<file path="src/design/o2_pkg.sv">
// Purpose: Shared types and constants of the oxygen sensor serial slave
// Assumes: One 200 MHz system clock, power-on reset
// Notes:   Error codes, word indices and command bit positions live here
package o2_pkg;
   // ---------------------------------------------------------------
   // Types
   // ---------------------------------------------------------------
   typedef logic [7:0] byte_t;
   typedef logic [15:0] word_t;
   typedef logic [6:0] index_t;
   typedef enum logic [4:0] {
      PH_IDLE = 5'b00001,
      PH_SEL  = 5'b00010,
      PH_LO   = 5'b00100,
      PH_HI   = 5'b01000,
      PH_OVER = 5'b10000
   } frame_phase_t;

   // ---------------------------------------------------------------
   // Word indices and command fields
   // ---------------------------------------------------------------
   localparam index_t IDX_COMMAND = 7'h00;
   localparam index_t IDX_OXYGEN = 7'h01;
   localparam index_t IDX_LAMBDA = 7'h02;
   localparam int BIT_WRITE_REQ = 7;
   localparam int BIT_START_CAL = 0;
   localparam int BIT_STORE_CAL = 3;
   localparam int BIT_CAL_FAILED = 5;
   localparam byte_t BYTE_ZERO = 8'h00;
   localparam word_t COMMAND_RESET = 16'h0000;
   localparam word_t UNMAPPED_WORD = 16'h0000;
   localparam word_t OXYGEN_INVALID = 16'h8000;
   localparam word_t LAMBDA_INVALID = 16'h0000;

   // ---------------------------------------------------------------
   // Error codes
   // ---------------------------------------------------------------
   localparam byte_t EC_NORMAL = 8'h00;
   localparam byte_t EC_INIT = 8'h01;
   localparam byte_t EC_HEATER_OPEN = 8'h14;
   localparam byte_t EC_HEATER_SHORT = 8'h15;
   localparam byte_t EC_SUPPLY_LOW = 8'h31;
   localparam byte_t EC_SUPPLY_HIGH = 8'h32;
   localparam byte_t EC_WARMUP_A = 8'h41;
   localparam byte_t EC_WARMUP_B = 8'h51;
   localparam byte_t EC_LOW_ENERGY = 8'h52;

   // ---------------------------------------------------------------
   // Timing and pin reset values
   // ---------------------------------------------------------------
   localparam int CLK_HZ = 200_000_000;
   localparam int SCLK_MAX_HZ = 1_820_000;
   localparam int SCLK_HALF_CYCLES = (CLK_HZ / SCLK_MAX_HZ) / 2;
   localparam logic [2:0] PINS_IDLE = 3'h4;
   localparam logic [2:0] BIT_LAST = 3'h7;

   // [RULE18] [RULE19] Faults invalid, supply warnings valid
   function automatic logic readings_ok(input byte_t ec);
      return (ec == EC_NORMAL) || (ec == EC_SUPPLY_LOW) || (ec == EC_SUPPLY_HIGH);
   endfunction
endpackage

</file>
<file path="src/design/link_if.sv">
// Purpose: Byte-level carrier between serial front end and word logic
// Assumes: Both ends on clk
// Notes:   byte_done is a one-cycle pulse with rx_byte valid beside it
`timescale 1ns/1ps
interface link_if;
   logic byte_done;
   logic [7:0] rx_byte;
   logic frame_active;
   logic [7:0] tx_byte;
   modport front (output byte_done, output rx_byte, output frame_active, input tx_byte);
   modport core (input byte_done, input rx_byte, input frame_active, output tx_byte);
endinterface

</file>
<file path="src/design/o2_spi_slave.sv">
// Purpose: Serial command and status slave of an exhaust oxygen controller
// Assumes: Host is mode 0 master; measurement core supplies codes and values
// Notes:   Frame is selector byte then low and high data bytes
//
// Overview of operation
// [RULE1] Clock idles low, sample rising, change falling
// [RULE2] All bytes shifted most significant bit first
// [RULE3] Serial clock up to 1.82 MHz supported
// [RULE4] Master frames transfer with chip select low
// [RULE5] First returned byte is the error code
// [RULE6] Selector top bit one means write
// [RULE7] Selector low seven bits index a word
// [RULE8] Index 0 command, 1 oxygen, 2 lambda
// [RULE9] Read returns low byte then high byte
// [RULE10] Master discards returned bytes on writes
// [RULE11] Read data bytes change nothing
// [RULE12] Command upper byte reads as zero
// [RULE13] Master writes reserved command bits as zero
// [RULE14] Bit 0 starts calibration, clears when done
// [RULE15] Bit 5 shows last calibration failed
// [RULE16] Bit 3 stores calibration, clears when done
// [RULE17] Codes 00 normal, 01/41/51 invalid readings
// [RULE18] Codes 14, 15, 52 heater faults, invalid
// [RULE19] Codes 31, 32 supply warnings, still valid
// [RULE20] Invalid readings answer lambda 0, oxygen 8000
// [RULE21] Valid low until sensor ready
// [RULE22] Standby low kills valid, output, heater
// [RULE23] Master polls valid and reads error code
// [RULE24] Master reads values at most every 10ms; the bench host reads back to back, one transfer after another
// [RULE25] Chip select high restarts byte position
// [RULE26] Writes apply only on complete data byte
`timescale 1ns/1ps
module o2_spi_slave (
   input wire logic clk,
   input wire logic nrst,
   input wire logic sclk,
   input wire logic cs_n,
   input wire logic mosi,
   output logic miso,
   output logic miso_oe_n,
   input wire logic standby_n,
   input wire o2_pkg::byte_t error_code_byte,
   input wire o2_pkg::word_t oxygen_raw,
   input wire o2_pkg::word_t lambda_raw,
   input wire logic cal_done,
   input wire logic cal_ok,
   input wire logic store_done,
   output logic start_cal,
   output logic store_cal,
   output logic valid,
   output logic heater_on,
   output logic analog_zero
);
   import o2_pkg::*;

   // ---------------------------------------------------------------
   // Submodules
   // ---------------------------------------------------------------
   link_if lnk ();

   // [RULE3] Edges found by oversampling at clk
   spi_link_frontend u_front (
      .clk(clk),
      .nrst(nrst),
      .sclk(sclk),
      .cs_n(cs_n),
      .mosi(mosi),
      .miso(miso),
      .miso_oe_n(miso_oe_n),
      .lnk(lnk.front)
   );

   standby_valid_ctrl u_standby (
      .clk(clk),
      .nrst(nrst),
      .standby_n(standby_n),
      .error_code_byte(error_code_byte),
      .valid(valid),
      .heater_on(heater_on),
      .analog_zero(analog_zero)
   );

   // ---------------------------------------------------------------
   // State
   // ---------------------------------------------------------------
   frame_phase_t phase_reg, phase_next;
   logic write_req_reg;
   index_t word_idx_reg;
   word_t read_word_reg;
   logic start_flag_reg;
   logic store_flag_reg;
   logic fail_flag_reg;
   logic start_cal_reg;
   logic store_cal_reg;

   // ---------------------------------------------------------------
   // Decoding
   // ---------------------------------------------------------------
   wire sel_done = lnk.byte_done && (phase_reg == PH_SEL);
   wire lo_done = lnk.byte_done && (phase_reg == PH_LO);
   wire hi_done = lnk.byte_done && (phase_reg == PH_HI);
   // [RULE7] Low seven bits pick the word
   wire index_t sel_index = lnk.rx_byte[6:0];
   // [RULE6] Top bit marks a write
   wire sel_write = lnk.rx_byte[BIT_WRITE_REQ];
   // [RULE17] Readings valid only for some codes
   wire readings_valid = readings_ok(error_code_byte);

   // [RULE11] Reads never touch command flags
   // [RULE26] Write only on full low data byte
   wire cmd_write = lo_done && write_req_reg && (word_idx_reg == IDX_COMMAND);
   // [RULE14] Writing one starts calibration
   wire set_start = cmd_write && lnk.rx_byte[BIT_START_CAL];
   // [RULE16] Writing one starts store
   wire set_store = cmd_write && lnk.rx_byte[BIT_STORE_CAL];

   // [RULE12] Upper byte and reserved bits read zero
   wire word_t command_word = {BYTE_ZERO, 2'b00, fail_flag_reg, 1'b0, store_flag_reg, 2'b00, start_flag_reg};

   // [RULE20] Substitute values when readings invalid
   wire word_t oxygen_word = readings_valid ? oxygen_raw : OXYGEN_INVALID;
   wire word_t lambda_word = readings_valid ? lambda_raw : LAMBDA_INVALID;

   // [RULE8] Word map
   wire word_t selected_word = (sel_index == IDX_COMMAND) ? command_word :
                               (sel_index == IDX_OXYGEN) ? oxygen_word :
                               (sel_index == IDX_LAMBDA) ? lambda_word : UNMAPPED_WORD;

   // [RULE5] Error code first, then [RULE9] low and high byte
   assign lnk.tx_byte = (phase_reg == PH_LO) ? read_word_reg[7:0] :
                        (phase_reg == PH_HI) ? read_word_reg[15:8] :
                        (phase_reg == PH_OVER) ? BYTE_ZERO : error_code_byte;

   // ---------------------------------------------------------------
   // Frame phase
   // ---------------------------------------------------------------
   always_comb begin
      phase_next = phase_reg;
      // [RULE25] Deselect returns to selector byte
      if (!lnk.frame_active) begin
         phase_next = PH_IDLE;
      end else begin
         case (phase_reg)
            PH_IDLE: begin
               phase_next = PH_SEL;
            end
            PH_SEL: begin
               if (sel_done) begin
                  phase_next = PH_LO;
               end
            end
            PH_LO: begin
               if (lo_done) begin
                  phase_next = PH_HI;
               end
            end
            PH_HI: begin
               if (hi_done) begin
                  phase_next = PH_OVER;
               end
            end
            PH_OVER: begin
               phase_next = PH_OVER;
            end
            default: begin
               phase_next = PH_IDLE;
            end
         endcase
      end
   end

   always_ff @(posedge clk or negedge nrst) begin
      if (!nrst) begin
         phase_reg <= PH_IDLE;
      end else begin
         phase_reg <= phase_next;
      end
   end

   // ---------------------------------------------------------------
   // Selector capture
   // ---------------------------------------------------------------
   always_ff @(posedge clk or negedge nrst) begin
      if (!nrst) begin
         write_req_reg <= 1'b0;
         word_idx_reg <= IDX_COMMAND;
         read_word_reg <= COMMAND_RESET;
      end else if (sel_done) begin
         write_req_reg <= sel_write;
         word_idx_reg <= sel_index;
         read_word_reg <= selected_word;
      end
   end

   // ---------------------------------------------------------------
   // Command flags, set wins over clear
   // ---------------------------------------------------------------
   always_ff @(posedge clk or negedge nrst) begin
      if (!nrst) begin
         start_flag_reg <= 1'b0;
         store_flag_reg <= 1'b0;
         fail_flag_reg <= 1'b0;
         start_cal_reg <= 1'b0;
         store_cal_reg <= 1'b0;
      end else begin
         start_cal_reg <= set_start;
         store_cal_reg <= set_store;
         // [RULE14] Held until calibration ends
         if (set_start) begin
            start_flag_reg <= 1'b1;
         end else if (cal_done) begin
            start_flag_reg <= 1'b0;
         end
         // [RULE15] Reflects latest attempt
         if (cal_done) begin
            fail_flag_reg <= ~cal_ok;
         end
         // [RULE16] Held until store ends
         if (set_store) begin
            store_flag_reg <= 1'b1;
         end else if (store_done) begin
            store_flag_reg <= 1'b0;
         end
      end
   end

   assign start_cal = start_cal_reg;
   assign store_cal = store_cal_reg;

   // ---------------------------------------------------------------
   // Checks
   // ---------------------------------------------------------------
   a_ec_first: assert property (@(posedge clk) disable iff (!nrst) // [RULE5]
      phase_reg inside {PH_IDLE, PH_SEL} |-> lnk.tx_byte == error_code_byte) else $error("first byte not error code");

   a_write_decode: assert property (@(posedge clk) disable iff (!nrst)
      sel_done |=> write_req_reg == $past(sel_write)) else $error("write bit not captured"); // [RULE6]

   a_index_latch: assert property (@(posedge clk) disable iff (!nrst)
      sel_done |=> word_idx_reg == $past(sel_index)) else $error("word index not captured"); // [RULE7]

   a_map_oxygen: assert property (@(posedge clk) disable iff (!nrst)
      sel_done && sel_index == IDX_OXYGEN && readings_valid |=> read_word_reg == $past(oxygen_raw))
      else $error("oxygen word not selected"); // [RULE8]

   a_map_lambda: assert property (@(posedge clk) disable iff (!nrst)
      sel_done && sel_index == IDX_LAMBDA && readings_valid |=> read_word_reg == $past(lambda_raw))
      else $error("lambda word not selected"); // [RULE8]

   a_low_high: assert property (@(posedge clk) disable iff (!nrst) // [RULE9]
      sel_done && lnk.frame_active |=> phase_reg == PH_LO && lnk.tx_byte == read_word_reg[7:0])
      else $error("low data byte not offered");

   a_high_after_low: assert property (@(posedge clk) disable iff (!nrst) // [RULE9]
      lo_done && lnk.frame_active |=> phase_reg == PH_HI && lnk.tx_byte == read_word_reg[15:8])
      else $error("high data byte not offered");

   a_over_zero: assert property (@(posedge clk) disable iff (!nrst) // [RULE9]
      phase_reg == PH_OVER |-> lnk.tx_byte == BYTE_ZERO) else $error("extra byte not zero");

   a_read_inert: assert property (@(posedge clk) disable iff (!nrst)
      lo_done && !write_req_reg |=> !start_cal_reg && !store_cal_reg) else $error("read changed command"); // [RULE11]

   a_upper_zero: assert property (@(posedge clk) disable iff (!nrst)
      sel_done && sel_index == IDX_COMMAND |=> read_word_reg[15:8] == BYTE_ZERO)
      else $error("command upper byte not zero"); // [RULE12]

   a_cal_start: assert property (@(posedge clk) disable iff (!nrst)
      set_start |=> start_flag_reg && start_cal_reg ##1 !start_cal_reg) else $error("calibration not started"); // [RULE14]

   a_cal_clear: assert property (@(posedge clk) disable iff (!nrst)
      cal_done && !set_start |=> !start_flag_reg) else $error("calibration flag not cleared"); // [RULE14]

   a_cal_fail: assert property (@(posedge clk) disable iff (!nrst)
      cal_done |=> fail_flag_reg == !$past(cal_ok)) else $error("fail flag wrong"); // [RULE15]

   a_store_cycle: assert property (@(posedge clk) disable iff (!nrst)
      store_done && !set_store |=> !store_flag_reg) else $error("store flag not cleared"); // [RULE16]

   a_invalid_fill: assert property (@(posedge clk) disable iff (!nrst)
      sel_done && sel_index == IDX_OXYGEN && !readings_valid |=> read_word_reg == OXYGEN_INVALID)
      else $error("invalid oxygen not substituted"); // [RULE20]

   a_frame_restart: assert property (@(posedge clk) disable iff (!nrst)
      !lnk.frame_active |=> phase_reg == PH_IDLE) else $error("phase not reset on deselect"); // [RULE25]

   a_full_byte: assert property (@(posedge clk) disable iff (!nrst)
      start_cal_reg || store_cal_reg |-> $past(lnk.byte_done) && $past(phase_reg) == PH_LO)
      else $error("write without complete byte"); // [RULE26]

   a_store_start: assert property (@(posedge clk) disable iff (!nrst) // [RULE16]
      set_store |=> store_flag_reg && store_cal_reg) else $error("store not started");

   a_lambda_fill: assert property (@(posedge clk) disable iff (!nrst) // [RULE20]
      sel_done && sel_index == IDX_LAMBDA && !readings_valid |=> read_word_reg == LAMBDA_INVALID)
      else $error("invalid lambda not substituted");

   a_unmapped_zero: assert property (@(posedge clk) disable iff (!nrst) // [RULE8]
      sel_done && sel_index > IDX_LAMBDA |=> read_word_reg == UNMAPPED_WORD)
      else $error("unmapped word not zero");

   a_cmd_snapshot: assert property (@(posedge clk) disable iff (!nrst) // [RULE15]
      sel_done && sel_index == IDX_COMMAND |=> read_word_reg[BIT_START_CAL] == $past(start_flag_reg)
      && read_word_reg[BIT_CAL_FAILED] == $past(fail_flag_reg)) else $error("command flags not reported");

   a_write_target: assert property (@(posedge clk) disable iff (!nrst) // [RULE8]
      lo_done && write_req_reg && word_idx_reg != IDX_COMMAND |=> !start_cal_reg && !store_cal_reg)
      else $error("read-only word written");
endmodule

</file>
<file path="src/design/spi_link_frontend.sv">
// Purpose: Mode 0 serial shifter, pins sampled by clk
// Assumes: Serial clock far slower than clk
// Notes:   Each pin passes three flops; a change counts once flops 2 and 3 agree
`timescale 1ns/1ps
module spi_link_frontend (
   input wire logic clk,
   input wire logic nrst,
   input wire logic sclk,
   input wire logic cs_n,
   input wire logic mosi,
   output logic miso,
   output logic miso_oe_n,
   link_if.front lnk
);
   import o2_pkg::*;

   // ---------------------------------------------------------------
   // Pin synchronisers, order {cs_n, sclk, mosi}
   // ---------------------------------------------------------------
   logic [2:0] s1_reg, s2_reg, s3_reg, filt_reg;
   wire [2:0] filt_next = (~(s2_reg ^ s3_reg) & s3_reg) | ((s2_reg ^ s3_reg) & filt_reg);
   wire sclk_rise = filt_next[1] & ~filt_reg[1];
   wire sclk_fall = ~filt_next[1] & filt_reg[1];
   wire cs_fall = ~filt_next[2] & filt_reg[2];
   wire in_frame = ~filt_next[2] & ~filt_reg[2];

   logic [2:0] bit_cnt_reg;
   byte_t rx_sh_reg, tx_sh_reg, rx_byte_reg;
   logic miso_reg, oe_n_reg, done_reg;
   // [RULE2] Shift in MSB first
   wire byte_t rx_next = {rx_sh_reg[6:0], filt_next[0]};
   wire last_bit = (bit_cnt_reg == BIT_LAST);

   always_ff @(posedge clk or negedge nrst) begin
      if (!nrst) begin
         s1_reg <= PINS_IDLE;
         s2_reg <= PINS_IDLE;
         s3_reg <= PINS_IDLE;
         filt_reg <= PINS_IDLE;
      end else begin
         s1_reg <= {cs_n, sclk, mosi};
         s2_reg <= s1_reg;
         s3_reg <= s2_reg;
         filt_reg <= filt_next;
      end
   end

   // ---------------------------------------------------------------
   // Shifter
   // ---------------------------------------------------------------
   always_ff @(posedge clk or negedge nrst) begin
      if (!nrst) begin
         bit_cnt_reg <= 3'h0;
         rx_sh_reg <= BYTE_ZERO;
         tx_sh_reg <= BYTE_ZERO;
         rx_byte_reg <= BYTE_ZERO;
         miso_reg <= 1'b0;
         oe_n_reg <= 1'b1;
         done_reg <= 1'b0;
      end else begin
         done_reg <= in_frame & sclk_rise & last_bit;
         if (cs_fall) begin
            bit_cnt_reg <= 3'h0;
            tx_sh_reg <= lnk.tx_byte;
            miso_reg <= lnk.tx_byte[7];
            oe_n_reg <= 1'b0;
         end else if (!in_frame) begin
            bit_cnt_reg <= 3'h0;
            miso_reg <= 1'b0;
            oe_n_reg <= 1'b1;
         end else begin
            // [RULE1] Sample on rising edge
            if (sclk_rise) begin
               rx_sh_reg <= rx_next;
               bit_cnt_reg <= 3'(bit_cnt_reg + 3'h1);
               if (last_bit) begin
                  rx_byte_reg <= rx_next;
               end
            end
            // [RULE1] Change on falling edge
            if (sclk_fall) begin
               if (bit_cnt_reg == 3'h0) begin
                  tx_sh_reg <= lnk.tx_byte;
                  miso_reg <= lnk.tx_byte[7];
               end else begin
                  tx_sh_reg <= {tx_sh_reg[6:0], 1'b0};
                  miso_reg <= tx_sh_reg[6];
               end
            end
         end
      end
   end

   assign miso = miso_reg;
   assign miso_oe_n = oe_n_reg;
   assign lnk.byte_done = done_reg;
   assign lnk.rx_byte = rx_byte_reg;
   assign lnk.frame_active = ~filt_reg[2];

   a_miso_release: assert property (@(posedge clk) disable iff (!nrst)
      filt_reg[2] && filt_next[2] |=> oe_n_reg) else $error("miso driven while deselected"); // [RULE25]
endmodule

</file>
<file path="src/design/standby_valid_ctrl.sv">
// Purpose: Valid output, heater enable and analog zero from standby pin
// Assumes: Error code comes from logic on clk
// Notes:   Standby pin passes three flops
`timescale 1ns/1ps
module standby_valid_ctrl (
   input wire logic clk,
   input wire logic nrst,
   input wire logic standby_n,
   input wire o2_pkg::byte_t error_code_byte,
   output logic valid,
   output logic heater_on,
   output logic analog_zero
);
   import o2_pkg::*;

   logic s1_reg, s2_reg, s3_reg, run_reg;
   logic valid_reg, heater_reg, zero_reg;
   wire run_next = (s2_reg == s3_reg) ? s3_reg : run_reg;
   wire valid_next = run_next & readings_ok(error_code_byte);

   always_ff @(posedge clk or negedge nrst) begin
      if (!nrst) begin
         s1_reg <= 1'b0;
         s2_reg <= 1'b0;
         s3_reg <= 1'b0;
         run_reg <= 1'b0;
         valid_reg <= 1'b0;
         heater_reg <= 1'b0;
         zero_reg <= 1'b1;
      end else begin
         s1_reg <= standby_n;
         s2_reg <= s1_reg;
         s3_reg <= s2_reg;
         run_reg <= run_next;
         // [RULE21] Valid once ready
         valid_reg <= valid_next;
         // [RULE22] Standby forces outputs
         heater_reg <= run_next;
         zero_reg <= ~valid_next;
      end
   end

   assign valid = valid_reg;
   assign heater_on = heater_reg;
   assign analog_zero = zero_reg;

   a_standby_off: assert property (@(posedge clk) disable iff (!nrst)
      !run_next |=> !valid_reg && !heater_reg && zero_reg) else $error("standby not honoured"); // [RULE22]
   a_valid_ready: assert property (@(posedge clk) disable iff (!nrst)
      run_next && readings_ok(error_code_byte) |=> valid_reg) else $error("valid not raised"); // [RULE21]
endmodule

</file>
<file path="config.mk">
export PLATFORM = sky130hd
export DESIGN_NAME = o2_spi_slave
export DESIGN_NICKNAME = d
export VERILOG_FILES = /design/src/design/o2_pkg.sv /design/src/design/link_if.sv /design/src/design/o2_spi_slave.sv /design/src/design/spi_link_frontend.sv /design/src/design/standby_valid_ctrl.sv
export SDC_FILE = /design/constraint.sdc
export NUM_CORES = 1
export LEC_CHECK = 0
export BUFFER_PORTS_ARGS = -buffer_cell sky130_fd_sc_hd__buf_4
export CORE_MARGIN = 2
export CORE_UTILIZATION = 51
export DETAILED_ROUTE_END_ITERATION = 7
export HOLD_SLACK_MARGIN = 0.06
export PLACE_DENSITY = 0.76
export SLEW_MARGIN = 15
export SYNTH_ARGS = -nofsm -noshare
export SYNTH_HDL_FRONTEND = slang
export SYNTH_SLANG_ARGS = --single-unit
</file>
<file path="constraint.sdc">
create_clock -name clk -period 1.9 [get_ports clk]
set_clock_uncertainty 0.1 [all_clocks]
set_input_delay 0.475 -clock clk [delete_from_list [all_inputs] [get_ports clk]]
set_output_delay 0.475 -clock clk [all_outputs]
set_load 0.01 [all_outputs]
</file>
; ---- Word-level counts from Yosys, hierarchy flattened
; Index checks and enable logic that the tools add are counted.
[totals]
ff_bits = 80
input_bits = 49
out_inout_bits = 7
word_cells = 115
[classes]
add_sub_neg = 1
n_eq_ne = 17
muxes = 31
bitwise = 19
n_reduce_logical = 21
[op_table]
columns = cell, count
row1 = 16-bit two-way mux, 5
row2 = 7-bit two-way mux, 4
row3 = 5-bit case mux with 5 select lines, 1
row4 = 8-bit two-way mux, 3
row5 = 5-bit two-way mux, 4
row6 = 8-bit by 6-bit equality test with 1-bit output (second input constant), 2
row7 = 7-bit zero test, 2
row8 = 1-bit two-way mux, 11
row9 = 3-bit two-way mux, 3
row10 = 3-bit by 2-bit inequality test with 1-bit output (second input constant), 3
row11 = 8-bit zero test, 1
row12 = 2-bit nonzero test, 4
row13 = 1-bit AND, 7
row14 = 7-bit by 1-bit equality test with 1-bit output (second input constant), 1
row15 = 7-bit by 2-bit equality test with 1-bit output (second input constant), 1
row16 = 1-bit logical AND, 7
row17 = 1-bit NOT, 7
row18 = 3-bit AND, 2
row19 = 3-bit by 1-bit inequality test with 1-bit output (second input constant), 2
row20 = 3-bit AND reduction, 2
row21 = 5-bit by 1-bit equality test with 1-bit output (second input constant), 1
row22 = 5-bit by 2-bit equality test with 1-bit output (second input constant), 1
row23 = 5-bit by 3-bit equality test with 1-bit output (second input constant), 1
row24 = 5-bit by 4-bit equality test with 1-bit output (second input constant), 1
row25 = other kinds (12), 13

; ---- Logic depth before layout (Yosys ltp)
[logic_depth]
word_depth = 9
ltp_mapped = 7
mapped_depth_nobuf = 6

; ---- Hierarchy
; A second synthesis with hierarchy kept.
[unflattened]
hier_cells = 325
hier_area_um2 = 3828.7
[by_module_without_submodules]
columns = module, instances, cells_per_inst, area_each_um2, seq_area_each_um2
row1 = o2_spi_slave, 1, 189, 1923.1, 852.1
row2 = spi_link_frontend, 1, 122, 1689.1, 1007.2
row3 = standby_valid_ctrl, 1, 14, 216.5, 151.4

; ---- Worst setup path after synthesis
; Ideal clock, no wire load.
[synth_path]
kind = input -> register
from = in error_code_byte[3]
to = reg read_word_reg[10]
setup_ns = 0.076
arrival_ns = 1.729
required_time_ns = 1.724
slack_ns = -0.005
path_stages = 5
n_path_buf = 1
cell_sequence = nor4_1 o21ai_1 or4_4 buf_2 o21ai_1
[synth_via]
elab_chain_cells = 7
word_cells_on_any_way = 10
classes_between = eq/ne (2) / mux (5) / reduce/logical (3)
[synth_lines]
columns = item, line
row1 = "start, declared", o2_spi_slave.sv:42  ; input wire o2_pkg::byte_t error_code_byte,
row2 = 8-bit by 6-bit equality test with 1-bit output or 8-bit zero test (tied branches), o2_pkg.sv:59  ; return (ec == EC_NORMAL) || (ec == EC_SUPPLY_LOW) || (ec == EC_SUPPLY_HIGH);
row3 = 1-bit logical OR, o2_pkg.sv:59
row4 = 1-bit logical OR (*), o2_pkg.sv:59
row5 = 16-bit two-way mux, o2_spi_slave.sv:122  ; wire word_t lambda_word = readings_valid ? lambda_raw : LAMBDA_INVALID;
row6 = 16-bit two-way mux, o2_spi_slave.sv:127  ; (sel_index == IDX_LAMBDA) ? lambda_word : UNMAPPED_WORD;
row7 = 16-bit two-way mux (*), o2_spi_slave.sv:126  ; (sel_index == IDX_OXYGEN) ? oxygen_word :
row8 = 16-bit two-way mux (*), o2_spi_slave.sv:125  ; wire word_t selected_word = (sel_index == IDX_COMMAND) ? command_word :
row9 = "end signal, assigned", o2_spi_slave.sv:191  ; read_word_reg <= selected_word;
row10 = "end, declared", o2_spi_slave.sv:89  ; word_t read_word_reg;
; Mark *: on every way between the ends. The rest lies on a longest branch, timed or not.
; A chain may end at the register's enable or synchronous reset.

; ---- Worst setup path in the final report
[layout_path]
from = reg phase_reg[4]
to = reg store_cal_reg, in the netlist store_cal
[layout_via]
elab_chain_cells = 5
[layout_lines]
columns = item, line
row1 = "start, declared", o2_spi_slave.sv:86  ; frame_phase_t phase_reg, phase_next;
row2 = "start signal, assigned", o2_spi_slave.sv:176  ; phase_reg <= phase_next;
row3 = 5-bit by 3-bit equality test with 1-bit output, o2_spi_slave.sv:100  ; wire lo_done = lnk.byte_done && (phase_reg == PH_LO);
row4 = 1-bit logical AND, o2_spi_slave.sv:100
row5 = 1-bit logical AND (2 in a row), o2_spi_slave.sv:111  ; wire cmd_write = lo_done && write_req_reg && (word_idx_reg == IDX_COMMAND);
row6 = 1-bit logical AND, o2_spi_slave.sv:115  ; wire set_store = cmd_write && lnk.rx_byte[BIT_STORE_CAL];
row7 = via set_store, o2_spi_slave.sv:115
row8 = "end signal, assigned", o2_spi_slave.sv:207  ; store_cal_reg <= set_store;
row9 = "end, declared", o2_spi_slave.sv:94  ; logic store_cal_reg;
; The timed path passes the listed nets, and every way through them passes these cells.

==> reports/results.ini <==
[setup_path]
cp-end-kind=register
worstPathRequired_ns=2.10
timing.critical_path.max_delay_family=simple AND/OR/NAND/NOR gates
cp_max_fo=9
arrival_ns=2.04
startpoint_type=register
critPathBufInv=0
crit_slowest_cell=dfrtp_1
setup.worst_path.class=register to register
crit_chain=or3_1 > or2_1 > nor3_2 > and2_1
cpPeakStageDelay_ns=0.40

[timing]
slew_viol_final=0
setup_ws_ns=0.0577
hold_viol_final=0
relSlewSlack=0.714
tightest_slew_ns=0.427
period_share=0.970
tns_ns=0
finalSetupViolCount=0
rsz0062_at_grt=false
period_needed_ns=1.84
whs_ns=0.119
fmax_mhz=543

[drt]
drt_iter0_markers=131
routedWlPerCell_um=15.5
dr_wl_met3_um=284
met2_length_um=4110
via_count=2879
postRouteAntennaNets=0
drcViolationCount=0
drt_wl_total_um=8060
routed.top_layer=met4
vias_per_cell=5.55
drt_pass1_iterations=4
wl_met1_um=3480

[cts]
cts_made_buffers=9
cts_sinks=80
clockBufferDepth=2
clkLatencyLatePin_ns=0.36
ctsRootBufferMaster=clkbuf_8
tritoncts=built
clk_pin_slew_ns=0.09
cts_max_level=3
post_cts_buffers=0

[synth]
yosysSeqAreaShare=0.543
synth_seq_cells=80
synthArstFlopShare=1.00
synth_top_family_by_area=simple AND/OR/NAND/NOR gates
syn-num-nets=386
synth_edf_count=0
synth_compound_area_frac=0.148
synth_area_per_cell_um2=11.1
ys.flop_type=dfrtp_1
synth_fa_ha_area_frac=0.0209
synthXorXnorAreaFrac=0.0118
synthSimpleGateAreaFrac=0.154
yosys_warnings=0
netlist_instances=334
muxShareOfSynthArea=0.0864
synthesis.area_um2=3710
synth_cell_types=49

[place]
io_buffers=55
gp_congestion=0.882
dpl.hpwl_um=6090
place_worst_setup_slack_ns=-0.263

[final_layout]
final_common_cell=buf_4
largest_register_ffs=16
syn_to_final_growth_pct=25.4
num_antenna_cells=0
final_util=0.651
nFillCells=607
drive_gt1_frac=0.348
final_cell_mix=buf_4 (85), dfrtp_1 (72), mux2_2 (24)
nNetsFinal=467

[run_status]
status=complete, no violations

[grt]
antenna_found_initial=0
grt_pass1_wl_um=13300
grt_pass1_vias=2855
grt_max_degree=47
grt_overflow=0
grt.total_usage=0.219

[floorplanning]
die_area_um2=7960
core-area_um2=7140
fp.dieW_um=89.2
initial_core_util=0.519
die_h_um=89.2
num_io_pins=56
fp-row-count=31

[power]
p_per_area_nw_per_um2=824
leakagePower_nw=2.13
vdd_drop_max_uv=455
power_mw=3.83

[min_path]
min_path_type=input port to register

[flow_run]
maxCapViolCount=0

-- cell families after synthesis --
logic type | count (synthesis)
simple gates | 98
compound gates | 84
buf+inv | 31
flops | 80
mux | 29
xor+xnor | 5
fa+ha+maj | 7
-- cell usage after synthesis (2+ instances only) --
cell,n,area share
dfrtp_1,73,0.49
mux2_2,24,0.073
nand2_1,22,0.022
a22oi_1,16,0.032
a21oi_1,15,0.020
inv_1,13,0.013
o21ai_1,13,0.018
nor2_1,12,0.012
nor3_1,11,0.015
nand3b_1,10,0.020
a31oi_1,8,0.014
buf_2,8,0.011
clkbuf_1,8,0.0081
a21boi_0,7,0.014
dfstp_2,7,0.050
nor4_1,6,0.010
o221ai_1,6,0.014
mux2i_1,5,0.014
nor2b_1,5,0.0084
o21ai_0,5,0.0068
maj3_1,4,0.011
o31ai_1,4,0.0081
or2_1,4,0.0068
xor2_1,4,0.0095
and2_1,3,0.0051
ha_1,3,0.010
nand2b_1,3,0.0051
nand3_1,3,0.0041
nor3b_1,3,0.0061
o22ai_1,3,0.0051
or3_1,3,0.0051
a21o_1,2,0.0041
nor3_2,2,0.0054
o2bb2ai_1,2,0.0047
or2_2,2,0.0034
or4b_1,2,0.0054
-- worst paths after layout --
path,from,end,slack [ns],cells past startpoint
worst max-delay path,phase_reg[4],store_cal,0.06,4
worst min-delay path,mosi,u_front.s1_reg[0],0.12,1
worst max register to register,phase_reg[4],store_cal,0.06,4
worst min register to register,u_front.s1_reg[0],u_front.s2_reg[0],0.26,0
max in group asynchronous,nrst,phase_reg[0],0.69,3
min in group asynchronous,nrst,read_word_reg[10],0.42,2
-- power by group --
| group | total, mW | internal [mW] | switching (mW) | leakage (nW) |
|---|---|---|---|---|
| clock network | 1.27 | 0.618 | 0.655 | 0.0966 |
| logic | 0.587 | 0.304 | 0.283 | 1.08 |
| registers | 1.97 | 1.85 | 0.116 | 0.950 |
| total | 3.83 | 2.77 | 1.05 | 2.13 |
-- through the flow --
step	instances	instance area, um2
2_1_floorplan	334	3710
3_3_place_gp	502	4420
5_1_grt	519	4650
6_report	519	4650
4_1_cts	519	4630
3_5_place_dp	502	4420
-- repair_timing --
action,in CTS,in global routing
setup endpoints to repair,0,14
resized for setup,0,3
endpoints found under the hold margin,12,0
hold buffers,1,0
-- metal layers --
layer,GRT usage,vias to the layer above
li1,-,1378
met2,0.366,60
met5,0,-
met1,0.283,1422
met3,0.0452,19
met4,0.0814,0
-- area by class of cell --
cell class	instances	area, um2	share of cell area
clock buffer	9	124	0.0267
clock inverter	7	76.3	0.0164
inverter	13	48.8	0.0105
multi-input combinational	223	1570	0.339
sequential	80	2010	0.433
tap	99	124	0.0267
timing repair buffer	88	688	0.148
Note: power is estimated with default switching activity, not from simulation.
